### src/logic/sdm_regs.svh
// Command codes, field positions, reset values and timing counts of the servo command block
`ifndef SDM_REGS_SVH
`define SDM_REGS_SVH

`define SDM_CMD_SEARCH       8'h13
`define SDM_CMD_DISTURB_MON  8'h14
`define SDM_CMD_BRAKE        8'h15
`define SDM_CMD_DISTURB_FRQ  8'h17
`define SDM_CMD_DEFECT       8'h18

`define SDM_BIT_FETCH        7
`define SDM_BIT_DIST_ENABLE  6
`define SDM_BIT_DIST_TARGET  5
`define SDM_SRC_HI           4
`define SDM_SRC_LO           3
`define SDM_MON_HI           2
`define SDM_MON_LO           0
`define SDM_BIT_BALANCE      7
`define SDM_BIT_BRAKE_LIMIT  3
`define SDM_LEVEL_HI         7
`define SDM_LEVEL_LO         5
`define SDM_RATE_HI          4
`define SDM_RATE_LO          0

`define SDM_MON_FOCUS        3'h2
`define SDM_MON_TRACK        3'h3
`define SDM_MON_LATCH1       3'h4
`define SDM_MON_LATCH2       3'h5

`define SDM_SRC_GAIN         2'h0
`define SDM_SRC_BALANCE      2'h1
`define SDM_SRC_AMPL         2'h2
`define SDM_SRC_3T           2'h3

`define SDM_RESET_BYTE       8'h00
`define SDM_RESET_SEARCH     2'h0

`define SDM_CLK_HZ           40000000
`define SDM_FS_HZ            88200
`define SDM_FS_DIV           (`SDM_CLK_HZ / `SDM_FS_HZ)
`define SDM_SRCH0_MS         370
`define SDM_SRCH1_MS         740
`define SDM_SRCH2_MS         1490
`define SDM_SRCH3_MS         2970
`define SDM_MS_TO_SAMPLES(ms) (((ms) * `SDM_FS_HZ) / 1000)
`define SDM_BRAKE_LIMIT_US   1400
`define SDM_BRAKE_LIMIT_CYC  (`SDM_BRAKE_LIMIT_US * (`SDM_CLK_HZ / 1000000))

`endif

### src/logic/sdm_pkg.sv
// Types of the servo command block
package sdm_pkg;

  typedef enum logic [2:0] {
    SRCH_IDLE = 3'b001,
    SRCH_WAIT = 3'b010,
    SRCH_RUN  = 3'b100
  } sdm_search_type;

  typedef struct packed {
    logic               sck_meta;
    logic               sck_sync;
    logic               sck_prev;
    logic               si_meta;
    logic               si_sync;
    logic               sel_n_meta;
    logic               sel_n_sync;
    logic               sel_n_prev;
    logic [7:0]         rx_shift;
    logic [2:0]         rx_count;
    logic               rx_param;
    logic [7:0]         cmd;
    logic [1:0]         search_code;
    logic [7:0]         dist_mon;
    logic [7:0]         brake_ctl;
    logic [7:0]         dist_frq;
    logic [7:0]         defect_lvl;
    logic               busy;
    logic [16:0]        latch1;
    logic [16:0]        latch2;
    logic [15:0]        so_shift;
    logic [8:0]         fs_count;
    logic               fs_tick;
    sdm_search_type     srch;
    logic [17:0]        srch_count;
    logic               srch_wave;
    logic [4:0]         dist_step;
    logic [1:0]         dist_quad;
    logic signed [8:0]  dist_value;
    logic [15:0]        brake_count;
    logic               brake_out;
    logic               defect_out;
  } sdm_state_type;

endpackage

### src/logic/sdm_servo_cmd.sv
// Servo command settings: disturbance, monitor, gain latches, brake, defect, focus search
// Behaviour
// Search period from two-bit code; square wave starts after a quarter period.
// Codes 00..11 select about 0.37, 0.74, 1.49, 2.97 seconds.
// Command 14H byte: fetch, enable, target, two source bits, three monitor bits.
// Monitor select 010 focus, 011 tracking, 100 first latch, 101 second latch.
// Source bits pick gain, balance, amplitude or 3T result for both latches.
// Target bit injects disturbance into focus path at 0, tracking at 1.
// Enable bit turns disturbance injection off at 0, on at 1.
// Fetch 1 latches results; monitor output high as busy until done.
// Latch readout shifted one bit up: sign dropped, one extra LSB delivered.
// Host pre-scales signed results below 0.5 so sign survives shift.
// Command 15H: MSB balance switch, bit 3 brake limit, others zero.
// Limit set: brake switched off after about 1.4 ms; clear: no limit.
// Balance switch bit opens or closes balance filter add/subtract switch.
// Command 17H: three-bit level on top, five-bit frequency code below.
// Disturbance frequency is sample rate over four times code plus one.
// Disturbance amplitude is level code times frequency code plus one.
// Host picks largest level keeping amplitude at or below 127.
// Command 18H loads eight-bit defect comparator threshold.
// Threshold maps linearly; comparator output high flags signal absence.
// Command byte then parameter byte; setting changes after whole parameter.
// Fetch is one-shot; no write of 0 needed to re-arm.
`timescale 1ns/100ps
`default_nettype none
`include "sdm_regs.svh"

module sdm_servo_cmd #(
  parameter int unsigned SRCH0_SAMPLES = `SDM_MS_TO_SAMPLES(`SDM_SRCH0_MS),
  parameter int unsigned SRCH1_SAMPLES = `SDM_MS_TO_SAMPLES(`SDM_SRCH1_MS),
  parameter int unsigned SRCH2_SAMPLES = `SDM_MS_TO_SAMPLES(`SDM_SRCH2_MS),
  parameter int unsigned SRCH3_SAMPLES = `SDM_MS_TO_SAMPLES(`SDM_SRCH3_MS),
  parameter int unsigned BRAKE_LIMIT   = `SDM_BRAKE_LIMIT_CYC
) (
  input  wire logic               clk,
  input  wire logic               reset,
  input  wire logic               ser_clk,
  input  wire logic               ser_data,
  input  wire logic               ser_sel_n,
  output logic                    ser_out,
  input  wire logic [15:0]        focus_error,
  input  wire logic [15:0]        tracking_error,
  input  wire logic [16:0]        gain_first,
  input  wire logic [16:0]        gain_second,
  input  wire logic [16:0]        balance_first,
  input  wire logic [16:0]        balance_second,
  input  wire logic [16:0]        ampl_first,
  input  wire logic [16:0]        ampl_second,
  input  wire logic [16:0]        t3_first,
  input  wire logic [16:0]        t3_second,
  input  wire logic               search_enable,
  output logic                    search_wave,
  output logic signed [8:0]       focus_disturb,
  output logic signed [8:0]       tracking_disturb,
  output logic                    balance_sum_switch,
  input  wire logic               brake_request,
  output logic                    brake_drive,
  input  wire logic [7:0]         defect_envelope,
  output logic                    defect_flag
);

  sdm_pkg::sdm_state_type st;
  sdm_pkg::sdm_state_type nx;

  logic        sck_rise;
  logic        frame_end;
  logic        byte_done;
  logic [7:0]  rx_byte;
  logic        fetch_write;
  logic [17:0] period;
  logic [2:0]  level_code;
  logic [4:0]  rate_code;
  logic [8:0]  amplitude;
  logic [8:0]  dist_mag;

  assign sck_rise   = st.sck_sync & ~st.sck_prev;
  assign frame_end  = st.sel_n_sync & ~st.sel_n_prev;
  assign rx_byte    = {st.rx_shift[6:0], st.si_sync};
  assign byte_done  = sck_rise & ~st.sel_n_sync & (st.rx_count == 3'h7);
  assign fetch_write = byte_done & st.rx_param & (st.cmd == `SDM_CMD_DISTURB_MON) &
                       rx_byte[`SDM_BIT_FETCH];
  assign level_code = st.dist_frq[`SDM_LEVEL_HI:`SDM_LEVEL_LO];
  assign rate_code  = st.dist_frq[`SDM_RATE_HI:`SDM_RATE_LO];
  assign amplitude  = 9'(level_code * ({1'b0, rate_code} + 6'h01));
  assign dist_mag   = st.dist_value[8] ? 9'(-st.dist_value) : 9'(st.dist_value);

  always_comb begin
    unique case (st.search_code)
      2'h0: period = 18'(SRCH0_SAMPLES);
      2'h1: period = 18'(SRCH1_SAMPLES);
      2'h2: period = 18'(SRCH2_SAMPLES);
      2'h3: period = 18'(SRCH3_SAMPLES);
    endcase
  end

  always_comb begin
    nx = st;
    // Pins cross into the clock domain through two stages
    nx.sck_meta   = ser_clk;
    nx.sck_sync   = st.sck_meta;
    nx.sck_prev   = st.sck_sync;
    nx.si_meta    = ser_data;
    nx.si_sync    = st.si_meta;
    nx.sel_n_meta = ser_sel_n;
    nx.sel_n_sync = st.sel_n_meta;
    nx.sel_n_prev = st.sel_n_sync;

    // Sample-rate divider
    nx.fs_tick = 1'b0;
    if (st.fs_count == 9'(`SDM_FS_DIV - 1)) begin
      nx.fs_count = 9'h000;
      nx.fs_tick  = 1'b1;
    end else begin
      nx.fs_count = 9'(st.fs_count + 9'h001);
    end

    // Command receiver: settings change only once the parameter byte is whole
    if (sck_rise & ~st.sel_n_sync) begin
      nx.rx_shift = rx_byte;
      nx.rx_count = 3'(st.rx_count + 3'h1);
      if (byte_done) begin
        if (!st.rx_param) begin
          nx.cmd      = rx_byte;
          nx.rx_param = 1'b1;
        end else begin
          nx.rx_param = 1'b0;
          unique case (st.cmd)
            `SDM_CMD_SEARCH:      nx.search_code = rx_byte[1:0];
            // Fetch is not stored, so it never needs clearing
            `SDM_CMD_DISTURB_MON: nx.dist_mon = {1'b0, rx_byte[6:0]};
            `SDM_CMD_BRAKE: begin
              nx.brake_ctl = 8'h00;
              nx.brake_ctl[`SDM_BIT_BALANCE]     = rx_byte[`SDM_BIT_BALANCE];
              nx.brake_ctl[`SDM_BIT_BRAKE_LIMIT] = rx_byte[`SDM_BIT_BRAKE_LIMIT];
            end
            `SDM_CMD_DISTURB_FRQ: nx.dist_frq   = rx_byte;
            `SDM_CMD_DEFECT:      nx.defect_lvl = rx_byte;
            default: ;
          endcase
        end
      end
    end

    // Gain latch capture waits for the next sample so results are coherent
    if (st.busy && st.fs_tick) begin
      nx.busy = 1'b0;
      unique case (st.dist_mon[`SDM_SRC_HI:`SDM_SRC_LO])
        `SDM_SRC_GAIN: begin
          nx.latch1 = gain_first;
          nx.latch2 = gain_second;
        end
        `SDM_SRC_BALANCE: begin
          nx.latch1 = balance_first;
          nx.latch2 = balance_second;
        end
        `SDM_SRC_AMPL: begin
          nx.latch1 = ampl_first;
          nx.latch2 = ampl_second;
        end
        `SDM_SRC_3T: begin
          nx.latch1 = t3_first;
          nx.latch2 = t3_second;
        end
      endcase
    end
    // A new fetch overrides a capture finishing in the same cycle
    if (fetch_write) begin
      nx.busy = 1'b1;
    end

    // Monitor readout: loaded at frame end, shifted out while deselected
    if (frame_end) begin
      nx.rx_count = 3'h0;
      nx.rx_param = 1'b0;
      unique case (st.dist_mon[`SDM_MON_HI:`SDM_MON_LO])
        `SDM_MON_FOCUS:  nx.so_shift = focus_error;
        `SDM_MON_TRACK:  nx.so_shift = tracking_error;
        `SDM_MON_LATCH1: nx.so_shift = st.latch1[15:0];
        `SDM_MON_LATCH2: nx.so_shift = st.latch2[15:0];
        default:         nx.so_shift = 16'h0000;
      endcase
    end else if (sck_rise & st.sel_n_sync) begin
      nx.so_shift = {st.so_shift[14:0], 1'b0};
    end

    // Focus search square wave
    unique case (st.srch)
      sdm_pkg::SRCH_IDLE: begin
        nx.srch_wave  = 1'b0;
        nx.srch_count = 18'h00000;
        if (search_enable) begin
          nx.srch = sdm_pkg::SRCH_WAIT;
        end
      end
      sdm_pkg::SRCH_WAIT: begin
        if (st.fs_tick) begin
          nx.srch_count = 18'(st.srch_count + 18'h00001);
          if (18'(st.srch_count + 18'h00001) >= (period >> 2)) begin
            nx.srch       = sdm_pkg::SRCH_RUN;
            nx.srch_wave  = 1'b1;
            nx.srch_count = 18'h00000;
          end
        end
      end
      sdm_pkg::SRCH_RUN: begin
        if (st.fs_tick) begin
          nx.srch_count = 18'(st.srch_count + 18'h00001);
          if (18'(st.srch_count + 18'h00001) >= (period >> 1)) begin
            nx.srch_wave  = ~st.srch_wave;
            nx.srch_count = 18'h00000;
          end
        end
      end
      default: nx.srch = sdm_pkg::SRCH_IDLE;
    endcase
    if (!search_enable) begin
      nx.srch      = sdm_pkg::SRCH_IDLE;
      nx.srch_wave = 1'b0;
    end

    // Triangle disturbance: four ramps of code+1 samples each
    if (!st.dist_mon[`SDM_BIT_DIST_ENABLE]) begin
      nx.dist_value = 9'sh000;
      nx.dist_step  = 5'h00;
      nx.dist_quad  = 2'h0;
    end else if (st.fs_tick) begin
      if (st.dist_quad == 2'h0 || st.dist_quad == 2'h3) begin
        nx.dist_value = 9'(st.dist_value + $signed({6'h00, level_code}));
      end else begin
        nx.dist_value = 9'(st.dist_value - $signed({6'h00, level_code}));
      end
      if (st.dist_step == rate_code) begin
        nx.dist_step = 5'h00;
        nx.dist_quad = 2'(st.dist_quad + 2'h1);
      end else begin
        nx.dist_step = 5'(st.dist_step + 5'h01);
      end
    end

    // Half-wave brake duration limit
    if (!brake_request) begin
      nx.brake_count = 16'h0000;
    end else if (32'(st.brake_count) < BRAKE_LIMIT) begin
      nx.brake_count = 16'(st.brake_count + 16'h0001);
    end
    nx.brake_out = brake_request & ~(st.brake_ctl[`SDM_BIT_BRAKE_LIMIT] &
                   (32'(st.brake_count) >= BRAKE_LIMIT));

    // Envelope below threshold means no signal
    nx.defect_out = (defect_envelope < st.defect_lvl);
  end

  always_ff @(posedge clk) begin
    if (reset) begin
      st             <= '0;
      st.sck_meta    <= 1'b0;
      st.sel_n_meta  <= 1'b1;
      st.sel_n_sync  <= 1'b1;
      st.sel_n_prev  <= 1'b1;
      st.search_code <= `SDM_RESET_SEARCH;
      st.dist_mon    <= `SDM_RESET_BYTE;
      st.brake_ctl   <= `SDM_RESET_BYTE;
      st.dist_frq    <= `SDM_RESET_BYTE;
      st.defect_lvl  <= `SDM_RESET_BYTE;
      st.srch        <= sdm_pkg::SRCH_IDLE;
    end else begin
      st <= nx;
    end
  end

  // Busy overrides readout data on the shared monitor pin
  assign ser_out            = st.busy | st.so_shift[15];
  assign search_wave        = st.srch_wave;
  assign focus_disturb      = (st.dist_mon[`SDM_BIT_DIST_ENABLE] &
                               ~st.dist_mon[`SDM_BIT_DIST_TARGET]) ? st.dist_value : 9'sh000;
  assign tracking_disturb   = (st.dist_mon[`SDM_BIT_DIST_ENABLE] &
                               st.dist_mon[`SDM_BIT_DIST_TARGET]) ? st.dist_value : 9'sh000;
  assign balance_sum_switch = st.brake_ctl[`SDM_BIT_BALANCE];
  assign brake_drive        = st.brake_out;
  assign defect_flag        = st.defect_out;

  a_busy_high_out: assert property (@(posedge clk) disable iff (reset)
    st.busy |-> ser_out) else $error("monitor pin low while busy");

  a_fetch_sets_busy: assert property (@(posedge clk) disable iff (reset)
    fetch_write |=> st.busy) else $error("fetch did not raise busy");

  a_busy_ends_bounded: assert property (@(posedge clk) disable iff (reset)
    (st.busy && !fetch_write) |-> ##[1:460] !st.busy) else $error("busy never cleared");

  a_no_rearm_needed: assert property (@(posedge clk) disable iff (reset)
    (!st.busy && !fetch_write) |=> !st.busy) else $error("busy rose without fetch");

  a_inject_off: assert property (@(posedge clk) disable iff (reset)
    !st.dist_mon[`SDM_BIT_DIST_ENABLE] |-> (focus_disturb == 9'sh000 &&
      tracking_disturb == 9'sh000)) else $error("disturbance injected while off");

  a_target_route: assert property (@(posedge clk) disable iff (reset)
    (st.dist_mon[`SDM_BIT_DIST_ENABLE] && st.dist_mon[`SDM_BIT_DIST_TARGET]) |->
      (focus_disturb == 9'sh000 && tracking_disturb == st.dist_value))
    else $error("disturbance on wrong path");

  a_level_bound: assert property (@(posedge clk) disable iff (reset)
    $stable(st.dist_frq) |-> dist_mag <= amplitude) else $error("disturbance over level");

  a_brake_cutoff: assert property (@(posedge clk) disable iff (reset)
    (st.brake_ctl[`SDM_BIT_BRAKE_LIMIT] && 32'(st.brake_count) >= BRAKE_LIMIT)
      |=> !st.brake_out) else $error("brake not cut after limit");

  a_brake_unlimited: assert property (@(posedge clk) disable iff (reset)
    (!st.brake_ctl[`SDM_BIT_BRAKE_LIMIT] && brake_request) |=> st.brake_out)
    else $error("brake cut without limit");

  a_defect_compare: assert property (@(posedge clk) disable iff (reset)
    ##1 defect_flag == ($past(defect_envelope) < $past(st.defect_lvl)))
    else $error("defect flag mismatch");

  a_search_quiet: assert property (@(posedge clk) disable iff (reset)
    (st.srch == sdm_pkg::SRCH_WAIT) |-> !search_wave) else $error("wave before quarter");

endmodule
`default_nettype wire

### config.mk
export PLATFORM = sky130hd
export DESIGN_NAME = sdm_servo_cmd
export DESIGN_NICKNAME = d
export VERILOG_FILES = /design/src/logic/sdm_pkg.sv /design/src/logic/sdm_servo_cmd.sv
export VERILOG_INCLUDE_DIRS = /design/src /design/src/logic
export SDC_FILE = /design/constraint.sdc
export NUM_CORES = 1
export LEC_CHECK = 0
export BUFFER_PORTS_ARGS = -buffer_cell sky130_fd_sc_hd__buf_4
export CAP_MARGIN = 20
export CELL_PAD_IN_SITES_DETAIL_PLACEMENT = 0
export CELL_PAD_IN_SITES_GLOBAL_PLACEMENT = 2
export CORE_MARGIN = 8
export CORE_UTILIZATION = 36
export CTS_CLUSTER_DIAMETER = 100
export CTS_CLUSTER_SIZE = 16
export DETAILED_ROUTE_END_ITERATION = 8
export GPL_TIMING_DRIVEN = 0
export PLACE_DENSITY_LB_ADDON = 0.08
export SLEW_MARGIN = 20
export SYNTH_ARGS = -nofsm -noshare
export SYNTH_HDL_FRONTEND = slang
export SYNTH_SLANG_ARGS = --single-unit
### constraint.sdc
create_clock -name clk -period 6.2 [get_ports clk]
set_input_delay 0 -clock clk [delete_from_list [all_inputs] [get_ports clk]]
set_output_delay 0 -clock clk [all_outputs]
set_load 0.005 [all_outputs]
==> Word-level counts from Yosys, hierarchy flattened <==
Cells that the tools add are included.
{ "classes": {"n_reduce_logical": 24, "bitwise_logic": 24, "n_eq_ne": 26, "order_cmp": 5, "addsub": 8, "muxes": 19} }
{ "ops": {"columns": ["cell", "count"], "rows": [
  ["$pmux 34 s4", 1],
  ["$pmux 18 s4", 1],
  ["$pmux 16 s4", 1],
  ["$pmux 19 s3", 1],
  ["$mux 22", 2],
  ["$eq 8x5->1 const B", 5],
  ["$mux 19", 2],
  ["$mux 35", 1],
  ["$mux 16", 2],
  ["$mux 9", 3],
  ["$reduce_and 4->1", 5],
  ["$add 18x1->18 const B", 1],
  ["$ge 18x16->1", 1],
  ["$ge 18x17->1", 1],
  ["$add 16x1->16 const B", 1],
  ["$ge 16x16->1 const B", 1],
  ["$lt 16x16->1 const B", 1],
  ["$and 1x1->1", 12],
  ["$eq 3x3->1 const B", 4],
  ["$not 1->1", 11],
  ["$eq 2x2->1 const B", 5],
  ["$reduce_or 2->1", 5],
  ["$add 9x1->9 const B", 1],
  ["$add 9x4->9", 1],
  ["other kinds (23)", 37]
]} }
{ "totals": {"register_bits": 171, "word_cells": 138, "out_inout_bits": 23, "input_bits": 183} }

==> Logic depth before layout (Yosys ltp) <==
{ "logic_depth": {"word_depth": 8, "depth_mapped": 16, "ltp_nobuf": 14} }

==> Least setup slack after synthesis <==
OpenSTA, ideal clock, no wires.
{ "synth_path": {"path_type": "register to register", "start": "register st[35] (netlist bit)", "end": "register st[35] (netlist bit)", "t_arrival_ns": 3.041, "path_stages_with_launch": 16, "period_less_slack_ns": 3.105, "required_time_ns": 6.136, "path_buffers": 2, "setup_slack_ns": 3.095, "path_cell_list": "dfxtp_1 > ha_1 > and4_1 > buf_6 > nand3_1 > nor2_1 > xor2_1 > ha_1 > a21o_1 > a21o_1 > a211oi_1 > nand4bb_2 > a21oi_4 > buf_12 > mux2i_1 > nor2_1"} }
{ "synth_between": {"elab_chain_cells": 5} }
{ "synth_lines": {"columns": ["element", "line", "rtl"], "rows": [
  ["start: declaration", "sdm_servo_cmd.sv:62", "sdm_pkg::sdm_state_type st;"],
  ["start signal: assignment", "sdm_servo_cmd.sv:267", "st <= nx;"],
  ["$add 18x1->18 (*)", null, null],
  ["$ge 18x17->1 / $ge 18x16->1 (equally long branches)", "sdm_servo_cmd.sv:208, sdm_servo_cmd.sv:198", null],
  ["$mux 19 / $mux 22 (equally long branches)", "sdm_servo_cmd.sv:208, sdm_servo_cmd.sv:198", null],
  ["$mux 19 / $mux 22 (equally long branches)", "sdm_servo_cmd.sv:206, sdm_servo_cmd.sv:196", null],
  ["$pmux 19 s3 (*)", "sdm_servo_cmd.sv:187", "unique case (st.srch)"]
]} }
Mark *: on every way between the ends. The rest lies on a longest branch, timed or not. The select of a mux whose other input is x is not followed.
A chain may end at the register's enable or synchronous reset.

==> Final worst setup path <==
Same ends and word-level chain as after synthesis.

==> metrics <==
global-route total usage across every layer=18.2%; Final setup viols=0; result of the run=finished, final reports clean; quantity of I/O buffers inserted on ports=197; crit path kind=reg2reg; initial standard-cell utilization of the core=36.3%; fraction of registers with async set or reset after synthesis=0%; register clock-pin slew on the reported worst setup and hold paths=0.07 ns; number of CTS-inserted buffers=17; r2r worst-path depth=16; detailed-route vias per instance=5.07; area of combinational cells with multiple inputs=5550 um^2; average cell area after synthesis=9.11 um^2; top achievable clock speed=269 MHz; Tmin final=3.71 ns; antenna violations before repair=0; arrival time of the worst setup path=4.08 ns; portion of the clock cycle consumed by the worst path in the final layout=59.9%; residual antenna-violating net count after detailed routing=0; 1st-iter DRT viols=395; setup repair after global routing missed its margin=false; Layout Utilization=46.2%; hold buffer count at cts=6; area added between synthesis and finish=27.2%; global placement routability congestion=0.805; clock sinks=169; clock root buffer=clkbuf_16; top cell type's share of synthesized area=36.2%; number of H-tree branching levels=4; I/O pin cnt=206; proportion of synthesized chip area in sequential cells=36.2%; total wire length=28.4 mm; area of the die=31400 um^2; largest area contributor in the synthesized netlist=dfxtp_1; Slew @ Worst Pin=0.768 ns; warnings from Yosys=0; kind of end point of the critical path=flop; fin. max-slew vios=0; count of distinct cell types in the synthesized netlist=69; post-synthesis instance area=9350 um^2; number of global-route vias before repair=8448; Mapped Cells=1026; Post-CTS Resized=0; power density over the cells=197 nW/um^2; Total Neg Setup Slack=0 ns; clock tree skew after final layout=0.0155 ns; diode insertion count for antenna repair=0; pin count of the biggest net entering global routing=19; placeable core region=25800 um^2; number of flops mapped to enable cells by yosys=0; Sequential Area=3380 um^2; total vias in the final route=8096; Pre-antenna DRT Iters=5; design area=11900 um^2; Placed Instance Area=11200 um^2; Placement Rows=59; destination of the worst hold path=st[103]; worst flop-to-flop path startpoint=st[35]; cell count of the worst hold path=4; crit path max fanout=10; R2R setup slack=2.49 ns; die outline width=177 um; Wirelength per Cell=17.8 um; Chip Height=177 um; commonest register cell after synthesis=dfxtp_1; Max-slew headroom=48.8%; worst r2r dst=st[35]; start point of the worst hold path=t3_first[4]; leakage power=0.00472 uW; number of inserted filler cells in the final layout=2546; TritonCTS clock tree=done; max cap viols=0; number of remaining DRC errors=0; register bit count reported by yosys=169; Setup Fix Bufs, Post-CTS=0; GRT Residual Overflow=0; clock buffer depth=2; fraction of final layout cells with drive strength greater than 1=24.8%; first-pass GRT wire length=45.1 mm; Hold Path Class=in2reg; # nets final=1483; Clock Latency Late Sink=0.43 ns; post-synthesis net count=1261; HPWL reported at the end of detailed placement=22.7 mm; critical path startpoint category=flop; final hold violation count=0; largest vdd supply drop=0.184 mV; cells taking the most area after synthesis=dfxtp_1 36%, mux4_2 7.7%, ha_1 6.8%; critical path required time=6.57 ns
[cell usage in the layout (no fill, tap or decap), types with 6 or more instances in the layout]
| cell type | n |
|---|---|
| a22oi_2 | 9 |
| a21o_1 | 14 |
| inv_1 | 28 |
| nand2_1 | 116 |
| and2_1 | 13 |
| clkbuf_1 | 46 |
| dlygate4sd3_1 | 6 |
| clkbuf_16 | 17 |
| nor2b_1 | 16 |
| nor2_1 | 111 |
| nand4_1 | 9 |
| nand3_1 | 33 |
| dfxtp_1 | 169 |
| a22oi_1 | 13 |
| xnor2_1 | 32 |
| a211oi_1 | 13 |
| nor2_2 | 10 |
| ha_1 | 51 |
| a32oi_1 | 6 |
| a21oi_1 | 75 |
| buf_4 | 197 |
| xor2_1 | 24 |
| o211ai_1 | 9 |
| o21ai_0 | 24 |
| mux2i_1 | 38 |
| a22o_1 | 9 |
| nand2b_1 | 10 |
| and3_1 | 18 |
| nor3_1 | 9 |
| mux4_2 | 32 |
| a222oi_1 | 9 |
[synthesized netlist by cell type (4+ instances only)]
master and count:
a22oi_2 9, nor4_1 4, nand4_1 9, nor2_1 111, xor2_1 24, a222oi_1 9, a22o_1 9, buf_6 4
buf_1 4, and2_1 13, dfxtp_1 169, ha_1 51, nand2_1 116, nand3_1 33, a211oi_1 13, xnor2_1 32
o211ai_1 9, clkbuf_1 46, mux2i_1 38, inv_1 28, a21oi_1 75, or2_2 5, a31oi_1 4, a22oi_1 13
o21bai_1 4, o21ai_0 24, nor2b_1 16, nor2_2 10, mux4_2 32, and3_1 18, buf_2 4, nand2b_1 10
a32oi_1 6, a21o_1 14, nor3_1 9
[layer usage]
metal / wire length (um) / global-route usage [%] / vias to the layer above
met4: 336 / 4.45 / 0
met2: 14000 / 31.2 / 147
met3: 1210 / 4.46 / 24
li1: - / - / 4119
met1: 12800 / 22.5 / 3806
met5: 0 / 0 / -
[how the worst max path moves through the flow]
stage,from,to,slack (ns)
6_report,st[35],st[35],2.49
3_3_place_gp,st[35],st[35],2.48
5_1_grt,st[35],st[35],2.13
4_1_cts,st[35],st[35],2.45
3_5_place_dp,st[35],st[35],2.47
2_1_floorplan,st[35],st[35],3.10
[kinds of logic after synthesis]
group	count (synthesis)	share of synthesized area, %
adder cells (fa/ha/maj)	52	7.04
multiplexers	70	11.8
flip-flops	169	36.2
AND/OR/NAND/NOR	375	19.5
XOR/XNOR	56	5.24
AO/OA/AOI/OAI	214	15.8
buffers and inverters	90	4.48
[final cells by class]
type	instances	share of cell area, %
flip-flops and latches	169	28.4
clock inverters	14	1.25
well taps	335	3.52
repair buffers	203	12.9
plain buffers	62	2.64
clock buffers	18	3.69
multi-input cells	767	46.6
inverters	28	0.883
[critical path, cell delays in order (launching register included)]
cell,delay (ns)
dfxtp_1,0.45
ha_1,0.24
and4_1,0.22
buf_6,0.13
nand3_1,0.08
nor2_1,0.12
xor2_1,0.37
ha_1,0.32
nand4_1,0.13
a211o_1,0.16
o22ai_1,0.07
a211oi_1,0.41
nand4bb_2,0.21
a21oi_4,0.39
buf_12,0.20
mux2i_1,0.08
nor2_1,0.08
[sequential cells by signal (all words and copies together), names as in the netlist]
name                cells
level_code              3
rate_code               5
st                    144
brake_drive             1
defect_flag             1
rx_byte                 8
search_wave             1
nx                      5
balance_sum_switch      1
[power by group]
| part | internal, uW | switching, uW |
|---|---|---|
| combinational | 110 | 72.2 |
| clock | 551 | 510 |
| sequential | 1100 | 8.43 |
| total | 1760 | 591 |
[metrics by stage]
| step | total power, uW | hold slack [ns] | cells | setup slack (ns) |
|---|---|---|---|---|
| floorplan | 1200 | 0.104 | 1026 | 3.10 |
| global placement | 1310 | 0.220 | 1558 | 2.48 |
| detailed placement | 1310 | 0.223 | 1558 | 2.47 |
| CTS | 2380 | 0.0391 | 1596 | 2.45 |
| global route | 2450 | 0.0509 | 1596 | 2.13 |
| finish | 2350 | 0.0573 | 1596 | 2.49 |
No activity file was read; power rests on OpenSTA's default activity.
